[config.mk]
export PLATFORM = sky130hd
export DESIGN_NAME = uhe_host_regs
export DESIGN_NICKNAME = d
export VERILOG_FILES = /design/src/logic/uhe_pkg.sv /design/src/logic/uhe_fifo.sv /design/src/logic/uhe_prio.sv /design/src/logic/uhe_host_regs.sv
export SDC_FILE = /design/constraint.sdc
export NUM_CORES = 1
export LEC_CHECK = 0
export ABC_AREA = 1
export BUFFER_PORTS_ARGS = -buffer_cell sky130_fd_sc_hd__buf_2
export CAP_MARGIN = 20
export CORE_ASPECT_RATIO = 0.8
export CORE_MARGIN = 10
export CORE_UTILIZATION = 40
export CTS_CLUSTER_SIZE = 8
export DETAILED_ROUTE_END_ITERATION = 10
export MAX_ROUTING_LAYER = met4
export PLACE_DENSITY = 0.64
export SETUP_SLACK_MARGIN = 0.1
export SLEW_MARGIN = 40
export SYNTH_ARGS = -nofsm -noshare
export SYNTH_HDL_FRONTEND = slang
export SYNTH_SLANG_ARGS = --single-unit
[constraint.sdc]
create_clock -name i_clk -period 3.6 [get_ports i_clk]
set_input_delay 0.54 -clock i_clk [delete_from_list [all_inputs] [get_ports i_clk]]
set_output_delay 0.54 -clock i_clk [all_outputs]
set_load 0.02 [all_outputs]
[src/logic/uhe_pkg.sv]
// Shared constants, register map and carrier types of the host register block
package uhe_pkg;

  // ---------------------------------------------------------------------------
  // Widths and depths
  // ---------------------------------------------------------------------------
  localparam int DATA_W   = 8;
  localparam int RX_DEPTH = 8;
  localparam int CNT_W    = 4;
  localparam int ERR_W    = 3;
  localparam int ENTRY_W  = ERR_W + DATA_W;

  // ---------------------------------------------------------------------------
  // Host side offsets
  // ---------------------------------------------------------------------------
  localparam logic [2:0] HA_DATA = 3'h0;
  localparam logic [2:0] HA_IE   = 3'h1;
  localparam logic [2:0] HA_IIR  = 3'h2;
  localparam logic [2:0] HA_LCR  = 3'h3;
  localparam logic [2:0] HA_MCR  = 3'h4;
  localparam logic [2:0] HA_LSR  = 3'h5;
  localparam logic [2:0] HA_MSR  = 3'h6;

  // ---------------------------------------------------------------------------
  // Processor side offsets
  // ---------------------------------------------------------------------------
  localparam logic [7:0] CA_DATA  = 8'hF0;
  localparam logic [7:0] CA_IE    = 8'hF1;
  localparam logic [7:0] CA_LCR   = 8'hF3;
  localparam logic [7:0] CA_MCR   = 8'hF4;
  localparam logic [7:0] CA_LSR   = 8'hF5;
  localparam logic [7:0] CA_MSR   = 8'hF6;
  localparam logic [7:0] CA_TWEAK = 8'hE9;

  // ---------------------------------------------------------------------------
  // Field positions
  // ---------------------------------------------------------------------------
  localparam int LCR_DAB   = 7;
  localparam int MCR_LOOP  = 4;
  localparam int MCR_OUT2  = 3;
  localparam int MCR_OUT1  = 2;
  localparam int MCR_RTS   = 1;
  localparam int MCR_DTR   = 0;
  localparam int TWEAK_OVW = 1;
  localparam int IE_RDA    = 0;
  localparam int IE_HOLDING_EMPTY_FLAG   = 1;
  localparam int IE_LS     = 2;
  localparam int IE_MS     = 3;
  localparam int LSR_TEMT  = 6;
  localparam int LSR_ERR_L = 2;
  localparam logic [1:0] MASTER_OUT2 = 2'b10;

  // ---------------------------------------------------------------------------
  // Identification codes and reset values
  // ---------------------------------------------------------------------------
  localparam logic [2:0] ID_LINE  = 3'b011;
  localparam logic [2:0] ID_TRIG  = 3'b010;
  localparam logic [2:0] ID_TOUT  = 3'b110;
  localparam logic [2:0] ID_HOLDING_EMPTY_FLAG  = 3'b001;
  localparam logic [2:0] ID_MODEM = 3'b000;
  localparam logic [7:0] IIR_RST  = 8'h01;
  localparam logic [7:0] BYTE_RST = 8'h00;

  // ---------------------------------------------------------------------------
  // Carrier types
  // ---------------------------------------------------------------------------
  typedef struct packed {
    logic             rd;
    logic             wr;
    logic [2:0]       addr;
    logic [DATA_W-1:0] wdata;
  } uhe_host_req_t;

  typedef struct packed {
    logic             rd;
    logic             wr;
    logic [7:0]       addr;
    logic [DATA_W-1:0] wdata;
  } uhe_cpu_req_t;

  typedef struct packed {
    logic [ERR_W-1:0]  err;   // Break, framing, parity
    logic [DATA_W-1:0] data;
  } uhe_rx_entry_t;

  // Receive trigger level from the two-bit select
  function automatic logic [CNT_W-1:0] trig_level(input logic [1:0] sel);
    case (sel)
      2'b00:   trig_level = 4'h1;
      2'b01:   trig_level = 4'h4;
      2'b10:   trig_level = 4'h8;
      default: trig_level = 4'hE;
    endcase
  endfunction

endpackage

[src/logic/uhe_fifo.sv]
// Receive FIFO with overwrite of the newest entry and a flag summary
`timescale 1ns/1ps
module uhe_fifo
  import uhe_pkg::*;
#(
  parameter int WIDTH   = 11,
  parameter int DEPTH   = 8,
  parameter int FLAG_L  = 8,
  parameter int FLAG_W  = 3
)(
  // Clock and reset
  input  wire logic             i_clk,
  input  wire logic             i_rstn,
  // Fill side
  input  wire logic             i_valid,
  output logic                  o_ready,
  input  wire logic             i_overwrite,
  input  wire logic [WIDTH-1:0] i_data,
  // Drain side
  output logic                  o_valid,
  input  wire logic             i_ready,
  output logic [WIDTH-1:0]      o_data,
  // Status
  output logic [$clog2(DEPTH+1)-1:0] o_count,
  output logic                  o_flag_any
);
  localparam int PW = $clog2(DEPTH);
  localparam int CW = $clog2(DEPTH+1);

  logic [WIDTH-1:0] mem_q [DEPTH];
  logic [PW-1:0]    wr_q;
  logic [PW-1:0]    rd_q;
  logic [CW-1:0]    cnt_q;
  logic             push;
  logic             pop;
  logic [PW-1:0]    last;

  assign o_ready = (cnt_q != CW'(DEPTH));
  assign o_valid = (cnt_q != '0);
  assign push    = i_valid && o_ready;
  assign pop     = i_ready && o_valid;
  assign last    = wr_q - PW'(1);
  assign o_data  = mem_q[rd_q];
  assign o_count = cnt_q;

  // Storage, with newest slot rewritten on overwrite
  always_ff @(posedge i_clk)
  begin
    if (push)
      mem_q[wr_q] <= i_data;
    else if (i_overwrite && o_valid)
      mem_q[last] <= i_data;
  end

  // Pointers and fill count
  always_ff @(posedge i_clk)
  begin
    if (!i_rstn)
    begin
      wr_q  <= '0;
      rd_q  <= '0;
      cnt_q <= '0;
    end
    else
    begin
      if (push)
        wr_q <= wr_q + PW'(1);
      if (pop)
        rd_q <= rd_q + PW'(1);
      if (push && !pop)
        cnt_q <= cnt_q + CW'(1);
      else if (pop && !push)
        cnt_q <= cnt_q - CW'(1);
    end
  end

  // Any stored entry carrying a flag
  always_comb
  begin
    o_flag_any = 1'b0;
    for (int i = 0; i < DEPTH; i++)
    begin
      if (CW'(i) < cnt_q)
        o_flag_any = o_flag_any |
          (|mem_q[PW'(rd_q + PW'(i))][FLAG_L +: FLAG_W]);
    end
  end

endmodule // uhe_fifo

[src/logic/uhe_prio.sv]
// Interrupt source priority encoder for the identification field
`timescale 1ns/1ps
module uhe_prio
  import uhe_pkg::*;
(
  // Enabled pending sources
  input  wire logic       i_line,
  input  wire logic       i_trig,
  input  wire logic       i_tout,
  input  wire logic       i_holding_empty_flag,
  input  wire logic       i_modem,
  // Result
  output logic [2:0]      o_id,
  output logic            o_pend
);
  // Highest pending source wins
  always_comb
  begin
    o_pend = i_line | i_trig | i_tout | i_holding_empty_flag | i_modem;
    if (i_line)
      o_id = ID_LINE;
    else if (i_trig)
      o_id = ID_TRIG;
    else if (i_tout)
      o_id = ID_TOUT;
    else if (i_holding_empty_flag)
      o_id = ID_HOLDING_EMPTY_FLAG;
    else
      o_id = ID_MODEM;
  end

endmodule // uhe_prio

[src/logic/uhe_host_regs.sv]
// Host-visible serial port emulation registers, host and processor ports
`timescale 1ns/1ps

module uhe_host_regs
  import uhe_pkg::*;
(
  // Clock and reset
  input  wire logic          i_clk,
  input  wire logic          i_rstn,
  // Host register port
  input  wire uhe_host_req_t i_host_req,
  output logic [DATA_W-1:0]  o_host_rdata,
  output logic               o_host_int,
  // Processor register port
  input  wire uhe_cpu_req_t  i_cpu_req,
  output logic [DATA_W-1:0]  o_cpu_rdata,
  output logic               o_tx_full,
  // Mode and timer status from neighbouring logic
  input  wire logic          i_fifo_mode,
  input  wire logic [1:0]    i_trig_sel,
  input  wire logic          i_rx_delay_en,
  input  wire logic          i_rx_delay_done,
  input  wire logic          i_tx_delay_en,
  input  wire logic          i_tx_delay_done,
  input  wire logic          i_rx_timeout,
  input  wire logic          i_double_buf,
  input  wire logic          i_shift_empty,
  input  wire logic          i_halt,
  input  wire logic          i_halt_gate_en,
  input  wire logic [1:0]    i_master_ctl
);
  // ---------------------------------------------------------------------------
  // Declarations
  // ---------------------------------------------------------------------------
  uhe_host_req_t     hq;
  uhe_cpu_req_t      cq;
  uhe_rx_entry_t     rx_in;
  uhe_rx_entry_t     rx_head;
  logic [3:0]        ie_q;
  logic [7:0]        lcr_q;
  logic [4:0]        mcr_q;
  logic [7:0]        hold_q;
  logic              tx_full_q;
  logic              ovw_en_q;
  logic [ERR_W-1:0]  sh_err_q;
  logic [ERR_W-1:0]  lsr_err_q;
  logic              head_seen_q;
  logic              oe_q;
  logic              dr_q;
  logic              dr_sh_q;
  logic              holding_empty_flag_q;
  logic              holding_empty_flag_sh_q;
  logic              holding_empty_flag_prev_q;
  logic              holding_empty_flag_int_q;
  logic              temt_q;
  logic              tout_q;
  logic [3:0]        msr_hi_q;
  logic [3:0]        msr_prev_q;
  logic [3:0]        delta_q;
  logic [7:0]        iir_q;
  logic              dab;
  logic              h_rd_data;
  logic              h_wr_data;
  logic              h_rd_iir;
  logic              h_rd_lsr;
  logic              h_rd_msr;
  logic              h_wr_iir;
  logic              c_rd_hold;
  logic              c_wr_rx;
  logic              c_wr_lsr;
  logic              rx_ready;
  logic              rx_valid;
  logic              rx_full;
  logic              push;
  logic              ovw;
  logic              pop;
  logic              last_pop;
  logic [CNT_W-1:0]  rx_cnt;
  logic              err_stored;
  logic [ERR_W-1:0]  head_err;
  logic [ERR_W-1:0]  err_vis;
  logic              holding_empty_flag_host;
  logic [3:0]        msr_vis;
  logic              src_trig;
  logic [2:0]        iir_id;
  logic              iir_pend;
  logic [7:0]        lsr_host;
  logic [7:0]        lsr_cpu;

  // ---------------------------------------------------------------------------
  // Access decode
  // ---------------------------------------------------------------------------
  // Synchronous request sampling
  // device clock ports
  assign hq  = i_host_req;
  assign cq  = i_cpu_req;
  assign dab = lcr_q[LCR_DAB];

  // Divisor access hides data and enable registers
  // divisor address switch
  assign h_rd_data = hq.rd && (hq.addr == HA_DATA) && !dab;
  assign h_wr_data = hq.wr && (hq.addr == HA_DATA) && !dab;
  assign h_rd_iir  = hq.rd && (hq.addr == HA_IIR);
  assign h_wr_iir  = hq.wr && (hq.addr == HA_IIR);
  assign h_rd_lsr  = hq.rd && (hq.addr == HA_LSR);
  assign h_rd_msr  = hq.rd && (hq.addr == HA_MSR);
  assign c_rd_hold = cq.rd && (cq.addr == CA_DATA);
  assign c_wr_rx   = cq.wr && (cq.addr == CA_DATA);
  assign c_wr_lsr  = cq.wr && (cq.addr == CA_LSR);

  // ---------------------------------------------------------------------------
  // Receive path
  // ---------------------------------------------------------------------------
  // Overrun when buffer holds a byte (single) or FIFO is full
  // overrun detection
  assign rx_full = i_fifo_mode ? !rx_ready : (rx_cnt != '0);
  assign push    = c_wr_rx && !rx_full;
  assign ovw     = c_wr_rx && rx_full && ovw_en_q;
  assign pop     = h_rd_data && rx_valid;
  assign last_pop = pop && (rx_cnt == CNT_W'(1)) && !push;
  assign rx_in.err  = sh_err_q;
  assign rx_in.data = cq.wdata;

  uhe_fifo #(
    .WIDTH  (ENTRY_W),
    .DEPTH  (RX_DEPTH),
    .FLAG_L (DATA_W),
    .FLAG_W (ERR_W)
  ) u_rx_fifo (
    .i_clk       (i_clk),
    .i_rstn      (i_rstn),
    .i_valid     (push),
    .o_ready     (rx_ready),
    .i_overwrite (ovw),
    .i_data      (rx_in),
    .o_valid     (rx_valid),
    .i_ready     (h_rd_data),
    .o_data      (rx_head),
    .o_count     (rx_cnt),
    .o_flag_any  (err_stored)
  );

  // Head byte flags shown until reported
  // head flags visible
  assign head_err = (rx_valid && !head_seen_q) ? rx_head.err : '0;
  assign err_vis  = lsr_err_q | head_err;

  // Error shadows, accumulated flags and overrun
  always_ff @(posedge i_clk)
  begin
    if (!i_rstn)
    begin
      sh_err_q    <= '0;
      lsr_err_q   <= '0;
      head_seen_q <= 1'b0;
      oe_q        <= 1'b0;
    end
    else
    begin
      if (c_wr_lsr)
        sh_err_q <= cq.wdata[LSR_ERR_L +: ERR_W];
      else if (c_wr_rx)
        sh_err_q <= '0;
      lsr_err_q <= (h_rd_lsr ? '0 : lsr_err_q) | (pop ? head_err : '0);
      if (pop)
        head_seen_q <= 1'b0;
      else if (h_rd_lsr && rx_valid)
        head_seen_q <= 1'b1;
      if (c_wr_rx && rx_full)
        oe_q <= 1'b1;
      else if (h_rd_lsr)
        oe_q <= 1'b0;
    end
  end

  // Data ready, host copy and undelayed shadow
  always_ff @(posedge i_clk)
  begin
    if (!i_rstn)
    begin
      dr_q    <= 1'b0;
      dr_sh_q <= 1'b0;
    end
    else
    begin
      if (((push || ovw) && !i_rx_delay_en) ||
          (i_rx_delay_done && rx_valid))
        dr_q <= 1'b1;
      else if (last_pop)
        dr_q <= 1'b0;
      if (push || ovw)
        dr_sh_q <= 1'b1;
      else if (last_pop)
        dr_sh_q <= 1'b0;
    end
  end

  // Receive timeout latch, dropped by a FIFO read
  always_ff @(posedge i_clk)
  begin
    if (!i_rstn)
      tout_q <= 1'b0;
    else if (i_rx_timeout && rx_valid)
      tout_q <= 1'b1;
    else if (pop)
      tout_q <= 1'b0;
  end

  // ---------------------------------------------------------------------------
  // Transmit side
  // ---------------------------------------------------------------------------
  // Holding buffer and holding-empty copies
  always_ff @(posedge i_clk)
  begin
    if (!i_rstn)
    begin
      hold_q    <= BYTE_RST;
      tx_full_q <= 1'b0;
      holding_empty_flag_q    <= 1'b1;
      holding_empty_flag_sh_q <= 1'b1;
    end
    else
    begin
      if (h_wr_data)
        hold_q <= hq.wdata;
      if (h_wr_data)
        tx_full_q <= 1'b1;
      else if (c_rd_hold)
        tx_full_q <= 1'b0;
      if ((c_rd_hold && !i_tx_delay_en) || i_tx_delay_done)
        holding_empty_flag_q <= 1'b1;
      else if (h_wr_data)
        holding_empty_flag_q <= 1'b0;
      if (c_rd_hold)
        holding_empty_flag_sh_q <= 1'b1;
      else if (h_wr_data)
        holding_empty_flag_sh_q <= 1'b0;
    end
  end

  // Host copy hidden during halt
  // halt forcing
  assign holding_empty_flag_host = holding_empty_flag_q && !(i_halt && i_halt_gate_en);

  // Transmitter empty, processor written or automatic
  always_ff @(posedge i_clk)
  begin
    if (!i_rstn)
      temt_q <= 1'b0;
    else if (i_double_buf && holding_empty_flag_sh_q && !tx_full_q && i_shift_empty)
      temt_q <= 1'b1;
    else if (c_wr_lsr)
      temt_q <= cq.wdata[LSR_TEMT];
  end

  // Holding-empty interrupt source on rising host copy
  always_ff @(posedge i_clk)
  begin
    if (!i_rstn)
    begin
      holding_empty_flag_prev_q <= 1'b0;
      holding_empty_flag_int_q  <= 1'b0;
    end
    else
    begin
      holding_empty_flag_prev_q <= holding_empty_flag_host;
      if (holding_empty_flag_host && !holding_empty_flag_prev_q)
        holding_empty_flag_int_q <= 1'b1;
      else if (h_wr_iir || h_wr_data)
        holding_empty_flag_int_q <= 1'b0;
    end
  end

  // ---------------------------------------------------------------------------
  // Control registers
  // ---------------------------------------------------------------------------
  // Host written enables, line and modem control; processor tweaks
  always_ff @(posedge i_clk)
  begin
    if (!i_rstn)
    begin
      ie_q     <= '0;
      lcr_q    <= BYTE_RST;
      mcr_q    <= '0;
      ovw_en_q <= 1'b0;
    end
    else
    begin
      if (hq.wr && (hq.addr == HA_IE) && !dab)
        ie_q <= hq.wdata[3:0];
      if (hq.wr && (hq.addr == HA_LCR))
        lcr_q <= hq.wdata;
      if (hq.wr && (hq.addr == HA_MCR))
        mcr_q <= hq.wdata[4:0];
      // only the defined bit is kept
      if (cq.wr && (cq.addr == CA_TWEAK))
        ovw_en_q <= cq.wdata[TWEAK_OVW];
    end
  end

  // ---------------------------------------------------------------------------
  // Modem status
  // ---------------------------------------------------------------------------
  // Loopback of modem outputs onto status inputs
  // loop mapping
  assign msr_vis = mcr_q[MCR_LOOP] ?
                   {mcr_q[MCR_OUT2], mcr_q[MCR_OUT1],
                    mcr_q[MCR_DTR], mcr_q[MCR_RTS]} : msr_hi_q;

  // Line state bits and delta detection
  always_ff @(posedge i_clk)
  begin
    if (!i_rstn)
    begin
      msr_hi_q   <= '0;
      msr_prev_q <= '0;
      delta_q    <= '0;
    end
    else
    begin
      if (cq.wr && (cq.addr == CA_MSR))
        msr_hi_q <= cq.wdata[7:4];
      msr_prev_q <= msr_vis;
      delta_q <= (h_rd_msr ? 4'h0 : delta_q) |
                 {msr_vis[3] ^ msr_prev_q[3],
                  msr_prev_q[2] & ~msr_vis[2],
                  msr_vis[1] ^ msr_prev_q[1],
                  msr_vis[0] ^ msr_prev_q[0]};
    end
  end

  // ---------------------------------------------------------------------------
  // Interrupt identification
  // ---------------------------------------------------------------------------
  // Trigger source drops once count falls below level
  // trigger level select
  assign src_trig = dr_q && (!i_fifo_mode || !rx_ready ||
                    (rx_cnt >= trig_level(i_trig_sel)));

  uhe_prio u_prio (
    .i_line  (ie_q[IE_LS] && (oe_q || (|err_vis))),
    .i_trig  (ie_q[IE_RDA] && src_trig),
    .i_tout  (ie_q[IE_RDA] && tout_q),
    .i_holding_empty_flag  (ie_q[IE_HOLDING_EMPTY_FLAG] && holding_empty_flag_int_q),
    .i_modem (ie_q[IE_MS] && (|delta_q)),
    .o_id    (iir_id),
    .o_pend  (iir_pend)
  );

  // Snapshot held while the host reads it
  always_ff @(posedge i_clk)
  begin
    if (!i_rstn)
      iir_q <= IIR_RST;
    else if (!h_rd_iir)
      iir_q <= {i_fifo_mode, i_fifo_mode, 2'b00, iir_id, ~iir_pend};
  end

  // Host interrupt pin, optionally gated by output 2
  always_ff @(posedge i_clk)
  begin
    if (!i_rstn)
      o_host_int <= 1'b0;
    else if (i_master_ctl == MASTER_OUT2)
      o_host_int <= iir_pend && mcr_q[MCR_OUT2];
    else
      o_host_int <= iir_pend;
  end

  // ---------------------------------------------------------------------------
  // Read data
  // ---------------------------------------------------------------------------
  // FIFO-error bit
  assign lsr_host = {i_fifo_mode && err_stored, temt_q, holding_empty_flag_host,
                     err_vis, oe_q, dr_q};
  assign lsr_cpu  = {i_fifo_mode && err_stored, temt_q, holding_empty_flag_sh_q,
                     err_vis, oe_q, dr_sh_q};

  // Host read mux, registered on the read strobe
  always_ff @(posedge i_clk)
  begin
    if (!i_rstn)
      o_host_rdata <= BYTE_RST;
    else if (hq.rd)
    begin
      case (hq.addr)
        HA_DATA: o_host_rdata <= (dab || !rx_valid) ? BYTE_RST : rx_head.data;
        HA_IE:   o_host_rdata <= dab ? BYTE_RST : {4'h0, ie_q};
        HA_IIR:  o_host_rdata <= iir_q;
        HA_LCR:  o_host_rdata <= lcr_q;
        HA_MCR:  o_host_rdata <= {3'b000, mcr_q};
        HA_LSR:  o_host_rdata <= lsr_host;
        HA_MSR:  o_host_rdata <= {msr_vis, delta_q};
        default: o_host_rdata <= BYTE_RST;
      endcase
    end
  end

  // Processor read mux and holding-full flag
  always_ff @(posedge i_clk)
  begin
    if (!i_rstn)
    begin
      o_cpu_rdata <= BYTE_RST;
      o_tx_full   <= 1'b0;
    end
    else
    begin
      o_tx_full <= tx_full_q;
      if (cq.rd)
      begin
        case (cq.addr)
          CA_DATA: o_cpu_rdata <= hold_q;
          CA_IE:   o_cpu_rdata <= {4'h0, ie_q};
          CA_LCR:  o_cpu_rdata <= lcr_q;
          CA_MCR:  o_cpu_rdata <= {3'b000, mcr_q};
          CA_LSR:  o_cpu_rdata <= lsr_cpu;
          CA_MSR:  o_cpu_rdata <= {msr_vis, delta_q};
          default: o_cpu_rdata <= BYTE_RST;
        endcase
      end
    end
  end

endmodule // uhe_host_regs

# --- Word level (Yosys, flattened, before mapping) ---
# Memories as Yosys holds them, arrays and structs flattened. A register that Yosys moved wholly into a read port is not among the register bits.
# Index checks and enable logic that the tools add are counted.
totals:
  register_bits: 88
  inputBits: 47
  wordCells: 235
  ramBits: 88
  latch_bits: 0
  mem_count: 1
  rom_bits: 0
  out_inout_bits: 18
op_classes:
  shifts: 0
  n_reduce_logical: 95
  n_div: 0
  add_sub_neg: 11
  n_eq_ne: 18
  order_cmp: 9
  n_mux: 51
  multipliers: 0
  n_bitwise: 21
memory_table:
  columns: ["name", "depth", "word_bits", "rd", "rd_ports_with_merged_regs", "wr", "line_no", "text"]
  rows:
  - ["u_rx_fifo.mem_q", 8, 11, 8, 1, 1, "uhe_fifo.sv:30", "logic [WIDTH-1:0] mem_q [DEPTH];"]
ops:
  columns: ["op", "n"]
  rows:
  - ["8-bit equality test, second input constant", 7]
  - ["8-bit case mux with 7 select lines", 1]
  - ["8-bit case mux with 6 select lines", 1]
  - ["1-bit logical AND", 47]
  - ["3-bit two-way mux", 11]
  - ["1-bit two-way mux", 30]
  - ["3-bit OR reduction", 9]
  - ["4-bit two-way mux", 5]
  - ["2-bit nonzero test", 9]
  - ["3-bit by 4-bit < comparator with 1-bit output, first input constant", 4]
  - ["1-bit logical NOT", 14]
  - ["3-bit adder, second input constant", 4]
  - ["4-bit case mux with 3 select lines", 1]
  - ["11-bit two-way mux", 1]
  - ["1-bit bitwise OR", 11]
  - ["11-bit OR reduction", 1]
  - ["3-bit equality test, second input constant", 3]
  - ["1-bit logical OR", 8]
  - ["1-bit by 4-bit < comparator with 1-bit output, first input constant", 2]
  - ["2-bit by 4-bit < comparator with 1-bit output, first input constant", 2]
  - ["8-bit two-way mux", 1]
  - ["3-bit by 1-bit adder with 3-bit output, second input constant", 2]
  - ["3-bit by 2-bit adder with 3-bit output, second input constant", 2]
  - ["3-bit by 2-bit equality test with 1-bit output, second input constant", 2]
  - ["other kinds (19)", 27]

# --- Logic depth before layout (Yosys ltp) ---
# An unclocked memory read counts as a cell.
logic_depth:
  word_depth: 19
  ltp_mapped: 16
  ltp_nobuf: 15

# --- Modules after synthesis ---
# A second synthesis with hierarchy kept.
hier_totals:
  cells_unflattened: 1114
  hier_area_um2: 8758.4
modules_own_cells:
  columns: ["mod", "instances", "seq_area_each_um2", "area_per_inst_um2", "cells_per_inst"]
  rows:
  - ["uhe_fifo", 1, 2902.8, 4877.2, 528]
  - ["uhe_host_regs", 1, 1561.5, 3843.7, 577]
  - ["uhe_prio", 1, 0.0, 37.5, 9]

# --- Worst setup path before layout ---
# OpenSTA, ideal clock, no wires.
synth_timing:
  kind: "input to register"
  from: "input port i_host_req[10] in the netlist's numbering"
  to: "register u_rx_fifo.cnt_q[3] (netlist: u_rx_fifo.o_count[3])"
  t_arrival_ns: 2.374
  stages: 13
  setup_slack_ns: 1.104
  setup_ns: 0.122
  n_path_buf: 1
  cell_sequence: "buf_2 > inv_2 > nand2_1 > inv_1 > nand2_1 > nor2_4 > inv_1 > ha_1 > or2_2 > o32ai_1 > o21ai_0 > o21ai_0 > a21oi_1"
synth_via:
  elab_chain_len: 7
  elab_cells_between_ends: 9
  classes_between: "1 x mux; 8 x reduce/logical"
synth_rtl:
  columns: ["item", "line_no", "text"]
  rows:
  - ["from (decl)", "uhe_host_regs.sv:11", "input wire uhe_host_req_t i_host_req,"]
  - ["3-bit logical NOT (*)", "uhe_host_regs.sv:101", "assign h_rd_data = hq.rd && (hq.addr == HA_DATA) && !dab;"]
  - ["1-bit logical AND (*) (2 in series)", "uhe_host_regs.sv:101", null]
  - ["1-bit logical AND (*)", "uhe_fifo.sv:41", "assign pop = i_ready && o_valid;"]
  - ["1-bit logical NOT", "uhe_fifo.sv:70", "if (push && !pop)"]
  - ["1-bit logical AND", "uhe_fifo.sv:70", null]
  - ["4-bit two-way mux / 2-bit nonzero test (equally long branches)", null, null]
  - ["to (signal assigned)", "uhe_fifo.sv:71", "cnt_q <= cnt_q + CW'(1);"]
  - ["to (signal assigned)", "uhe_fifo.sv:73", "cnt_q <= cnt_q - CW'(1);"]
  - ["to (decl)", "uhe_fifo.sv:33", "logic [CW-1:0] cnt_q;"]
# Mark *: on every way between the ends. The rest lies on a longest branch, timed or not.
# A chain may end at the register's enable or synchronous reset.

# --- Worst setup path in the final report ---
layout_timing:
  from: "register u_rx_fifo.cnt_q[0] (netlist: u_rx_fifo.o_count[0])"
  to: "register u_rx_fifo.cnt_q[3] (netlist: u_rx_fifo.o_count[3])"
layout_via:
  elab_chain_len: 9
  elab_cells_between_ends: 17
  classes_between: "2 x add/sub; 1 x eq/ne; 3 x mux; 11 x reduce/logical"
layout_rtl:
  columns: ["item", "line_no", "text"]
  rows:
  - ["4-bit inequality test", "uhe_fifo.sv:38", "assign o_ready = (cnt_q != CW'(DEPTH));"]
  - ["1-bit logical NOT", "uhe_host_regs.sv:116", "assign rx_full = i_fifo_mode ? !rx_ready : (rx_cnt != '0);"]
  - ["1-bit two-way mux", "uhe_host_regs.sv:116", null]
  - ["1-bit logical NOT", "uhe_host_regs.sv:117", "assign push = c_wr_rx && !rx_full;"]
  - ["1-bit logical AND", "uhe_host_regs.sv:117", null]
  - ["1-bit logical AND", "uhe_fifo.sv:40", "assign push = i_valid && o_ready;"]
  - ["1-bit logical NOT", "uhe_fifo.sv:72", "else if (pop && !push)"]
  - ["1-bit logical AND", "uhe_fifo.sv:72", null]
  - ["2-bit nonzero test (no line)", null, null]
# Parallel ways exist; a longest one is shown, timed or not. The select of a mux whose other input is x is not followed.

==> results.py <==
metrics = {
    "routing": {
        "vias": 7402,
        "drt_first_pass_iters": 8,
        "drc": 0,
        "via_per_inst": 5.368,
        "final_antenna_net_count": 0,
        "wl_per_cell_um": 17.88,
        "drt_iter0_drc": 759,
        "wl_mm": 24.66,
    },
    "clock_network": {
        "cts_buffers": 17,
        "cts_buffer_depth": 2,
        "root_buffer": "clkbuf_16",
        "cts_tree": "yes",
        "hold_buffers": 0,
        "ctsHtreeMaxLevel": 4,
        "clk_pin_slew_ps": 80,
        "cts_resized": 0,
        "clk_latency_ps": 440,
        "post_cts_buffers": 0,
        "clkSinkCount": 179,
    },
    "synth": {
        "synth_flop_cell": "dfxtp_1",
        "syn-cell-area_sq_mm": 0.008568,
        "synth_cell_types": 43,
        "synthMuxAreaShare_pct": 0,
        "async_flop_share_pct": 0,
        "synth_nets": 1091,
        "synth_edf_count": 88,
        "synth_fa_ha_area_share_pct": 1.752,
        "synthXorXnorAreaFrac_pct": 0.8032,
        "ys_warn_count": 0,
        "syn_avg_cell_area_sq_um": 8.303,
        "synth-compound-area-share_pct": 15.48,
        "syn_inst": 1032,
        "seq_area_frac_synth_pct": 52.10,
        "synth-simple-area-share_pct": 22.23,
        "synth_top_family_by_area": "simple AND/OR/NAND/NOR gates",
        "synth-seq-cells": 179,
    },
    "worst_setup_path": {
        "reg2regPathDepth": 14,
        "cp_max_fo": 9,
        "setup.worst_path.start_class": "flip-flop",
        "arrival_ps": 3140,
        "cp.required_ps": 3930,
        "r2r-start": "u_rx_fifo.o_count[0]$_SDFFE_PN0P_",
        "critPathKind": "flip-flop to flip-flop",
        "end_kind": "flip-flop",
        "r2r_slack_ps": 790,
        "r2r_end": "u_rx_fifo.o_count[3]$_SDFFE_PN0P_",
    },
    "global_routing": {
        "grt_max_degree": 49,
        "antenna_found_initial": 1,
        "grt_pass1_vias": 6833,
        "grt_pass1_wl_mm": 38.45,
        "grt_overflow": 0,
        "gr-usage-all-layers_pct": 18.29,
    },
    "sta": {
        "hold_slack_ps": 304.0,
        "fin_tns_setup_ps": 0,
        "clock.fmax_mhz": 355.9,
        "maxSlewHeadroom_pct": 41.93,
        "slew_violations": 0,
        "worst_slew_pin_slew_ps": 867.8,
        "final-hold-violation-count": 0,
        "setup-violations-final": 0,
        "rsz0062_at_grt": "no",
        "fin_crit_sh_pct": 78.05,
        "layout_min_cycle_time_ps": 2810,
        "worst_clock_skew_ps": 14.57,
    },
    "placement": {
        "dp_hpwl_mm": 18.17,
        "placed_area_sq_mm": 0.009164,
        "port_buffers": 64,
        "place_congestion": 0.9822,
    },
    "hold_path": {
        "holdPathEnd": "holding_empty_flag_q$_SDFFE_PP1P_",
        "hold_depth": 3,
        "min_path_type": "primary input to flip-flop",
        "hp-start": "i_tx_delay_done",
    },
    "floorplan": {
        "rows": 47,
        "ios": 65,
        "fp.dieH_um": 150.9,
        "initial_core_util_pct": 41.04,
        "core_area_sq_mm": 0.02088,
        "die_w_um": 183.6,
        "dieArea_sq_mm": 0.02771,
    },
    "layout": {
        "multi_input_area_sq_mm": 0.003450,
        "fin_area_sq_mm": 0.009757,
        "nets": 1155,
        "nFillCells": 1991,
        "final_layout_size_suffix_gt1_share_pct": 13.53,
        "utilization_pct": 46.74,
        "area_delta_synth_final_pct": 13.87,
        "seq_area_sq_mm": 0.004464,
    },
    "pwr": {
        "p_int_uw": 3190,
        "clkPwrFrac_pct": 44.3,
        "peakVddDrop_mv": 0.2958,
        "switching_share_pct": 24.29,
        "combPwrFrac_pct": 4.4,
        "cellLeakagePower_uw": 0.003937,
        "p_seq_share_pct": 51.4,
        "powerDensity_mw_per_mm2": 431.9,
        "total_power_uw": 4214,
        "power_switching_uw": 1023,
    },
    "outcome": {
        "status": "complete, no violations",
    },
    "run": {
        "drv_cap": 0,
    },
}
## kinds of logic after synthesis
| group | after synthesis |
|---|---|
| adders and majority gates | 12 |
| DFF | 179 |
| AOI/OAI and AO/OA | 228 |
| buffers and inverters | 161 |
| and+or+nand+nor | 445 |
| xor gates and xnor gates | 7 |
## synthesized netlist by cell type, types with 3 or more instances
master	instances	area [sq um]
nor2_4	6	67.56
ha_1	12	150.1
nand4_1	8	50.05
inv_1	114	427.9
nand2_2	4	25.02
nand3_1	51	255.2
nor3_1	8	40.04
dfxtp_1	91	1822
o22ai_1	14	87.58
buf_2	10	50.05
xor2_1	5	43.79
buf_1	3	11.26
o21ai_0	91	455.4
o211ai_1	12	90.09
a221oi_1	4	35.03
inv_2	11	41.29
nand3_2	5	50.05
o31ai_1	3	22.52
nor2_1	122	457.9
nand2_1	226	848.3
clkbuf_1	15	56.30
o2111ai_1	9	78.83
o21ai_1	3	15.01
a21oi_1	68	340.3
buf_4	4	30.03
nor3_2	4	40.04
buf_6	3	33.78
o221ai_1	16	140.1
nor2_2	7	43.79
edfxtp_1	88	2643
## state kept, by name, summed over array words and instances, names as in the netlist, 3 cells and up, named ones only
signal,flops
u_rx_fifo.mem_q,88
hold_q,8
lcr_q,8
o_cpu_rdata,8
o_host_rdata,8
iir_q,5
mcr_q,5
delta_q,4
ie_q,4
msr_hi_q,4
msr_prev_q,4
u_rx_fifo.o_count,4
lsr_err_q,3
sh_err_q,3
u_rx_fifo.rd_q,3
u_rx_fifo.wr_q,3
## cell usage in the layout, fill, tap and decap left out, drive strengths merged
master    Yosys  routed
nor3         12      12
xor2          6       6
a31oi         1       1
or3           1       1
or2           1       1
buf          20      80
o21ai        94      94
nand3b        1       1
clkbuf       15      17
a211oi        2       2
dfxtp        91      91
clkinv        1       6
a41oi         1       1
o31ai         3       3
o32ai         1       1
nand3        56      56
xnor2         1       1
clkinvlp      0       2
nor2        135     135
o2111ai       9       9
o221ai       16      16
o21bai        2       2
o22ai        14      14
a21oi        68      68
nand4         8       8
ha           12      12
a221oi        4       4
diode         0       1
edfxtp       88      88
nand2       230     230
o211ai       12      12
a22oi         1       1
bufinv        0       1
nor4          1       1
inv         125     132
## power groups by stage
stage | Sequential (uW) | Combinational, uW | Clock (uW)
floorplan | 2210 | 92.9 | 0
global placement | 2210 | 179 | 0
detailed placement | 2210 | 181 | 0
CTS | 2160 | 181 | 1890
global route | 2170 | 203 | 1960
finish | 2160 | 185 | 1860
## worst max path at each step
stage                                       from                                end  slack, ps  cells after the start
3_5_place_dp                      i_host_req[12]  u_rx_fifo.o_count[3]$_SDFFE_PN0P_        660                     10
5_1_grt        u_rx_fifo.o_count[1]$_SDFFE_PN0P_  u_rx_fifo.o_count[3]$_SDFFE_PN0P_        540                     14
6_report       u_rx_fifo.o_count[0]$_SDFFE_PN0P_  u_rx_fifo.o_count[3]$_SDFFE_PN0P_        790                     14
4_1_cts        u_rx_fifo.o_count[0]$_SDFFE_PN0P_  u_rx_fifo.o_count[3]$_SDFFE_PN0P_        820                     14
2_1_floorplan                     i_host_req[10]  u_rx_fifo.o_count[3]$_SDFFE_PN0P_       1100                     13
3_3_place_gp                      i_host_req[12]  u_rx_fifo.o_count[3]$_SDFFE_PN0P_        710                     10
## through the flow
| stage | setup slack (ps) | std cells |
|---|---|---|
| after floorplan | 1104 | 1032 |
| after global placement | 709.0 | 1346 |
| after detailed placement | 660.0 | 1346 |
| after CTS | 821.4 | 1378 |
| after global routing | 537.9 | 1379 |
| final | 790.1 | 1379 |
## area by class of cell
| class | instances | share of cell area [%] |
|---|---|---|
| clock inverters | 15 | 1.680 |
| diodes | 1 | 0.02565 |
| well taps | 269 | 3.450 |
| clock buffers | 17 | 4.360 |
| flip-flops and latches | 179 | 45.76 |
| repair buffers | 80 | 4.514 |
| inverters | 126 | 4.860 |
| multi-input cells | 692 | 35.36 |
## worst max-delay path, cell delays in order (launching register included)
cell and delay (ps):
dfxtp_1 400, inv_1 100, ha_1 230, inv_1 90, nor2_2 60, nor2_1 80
nand2_1 110, nor2_4 200, inv_1 160, ha_1 390, or2_2 310, o32ai_1 210
o21ai_0 140, o21ai_0 170, a21oi_1 50
## per-layer routing
metal | up-vias | global-route usage (%) | part of all wire [%]
met5 | - | - | 0
met4 | 0 | 4.908 | 1.1
met3 | 21 | 4.932 | 8.2
met2 | 271 | 25.01 | 41
met1 | 3507 | 25.89 | 50
li1 | 3603 | - | -
Note: power is estimated with default switching activity, not from simulation.
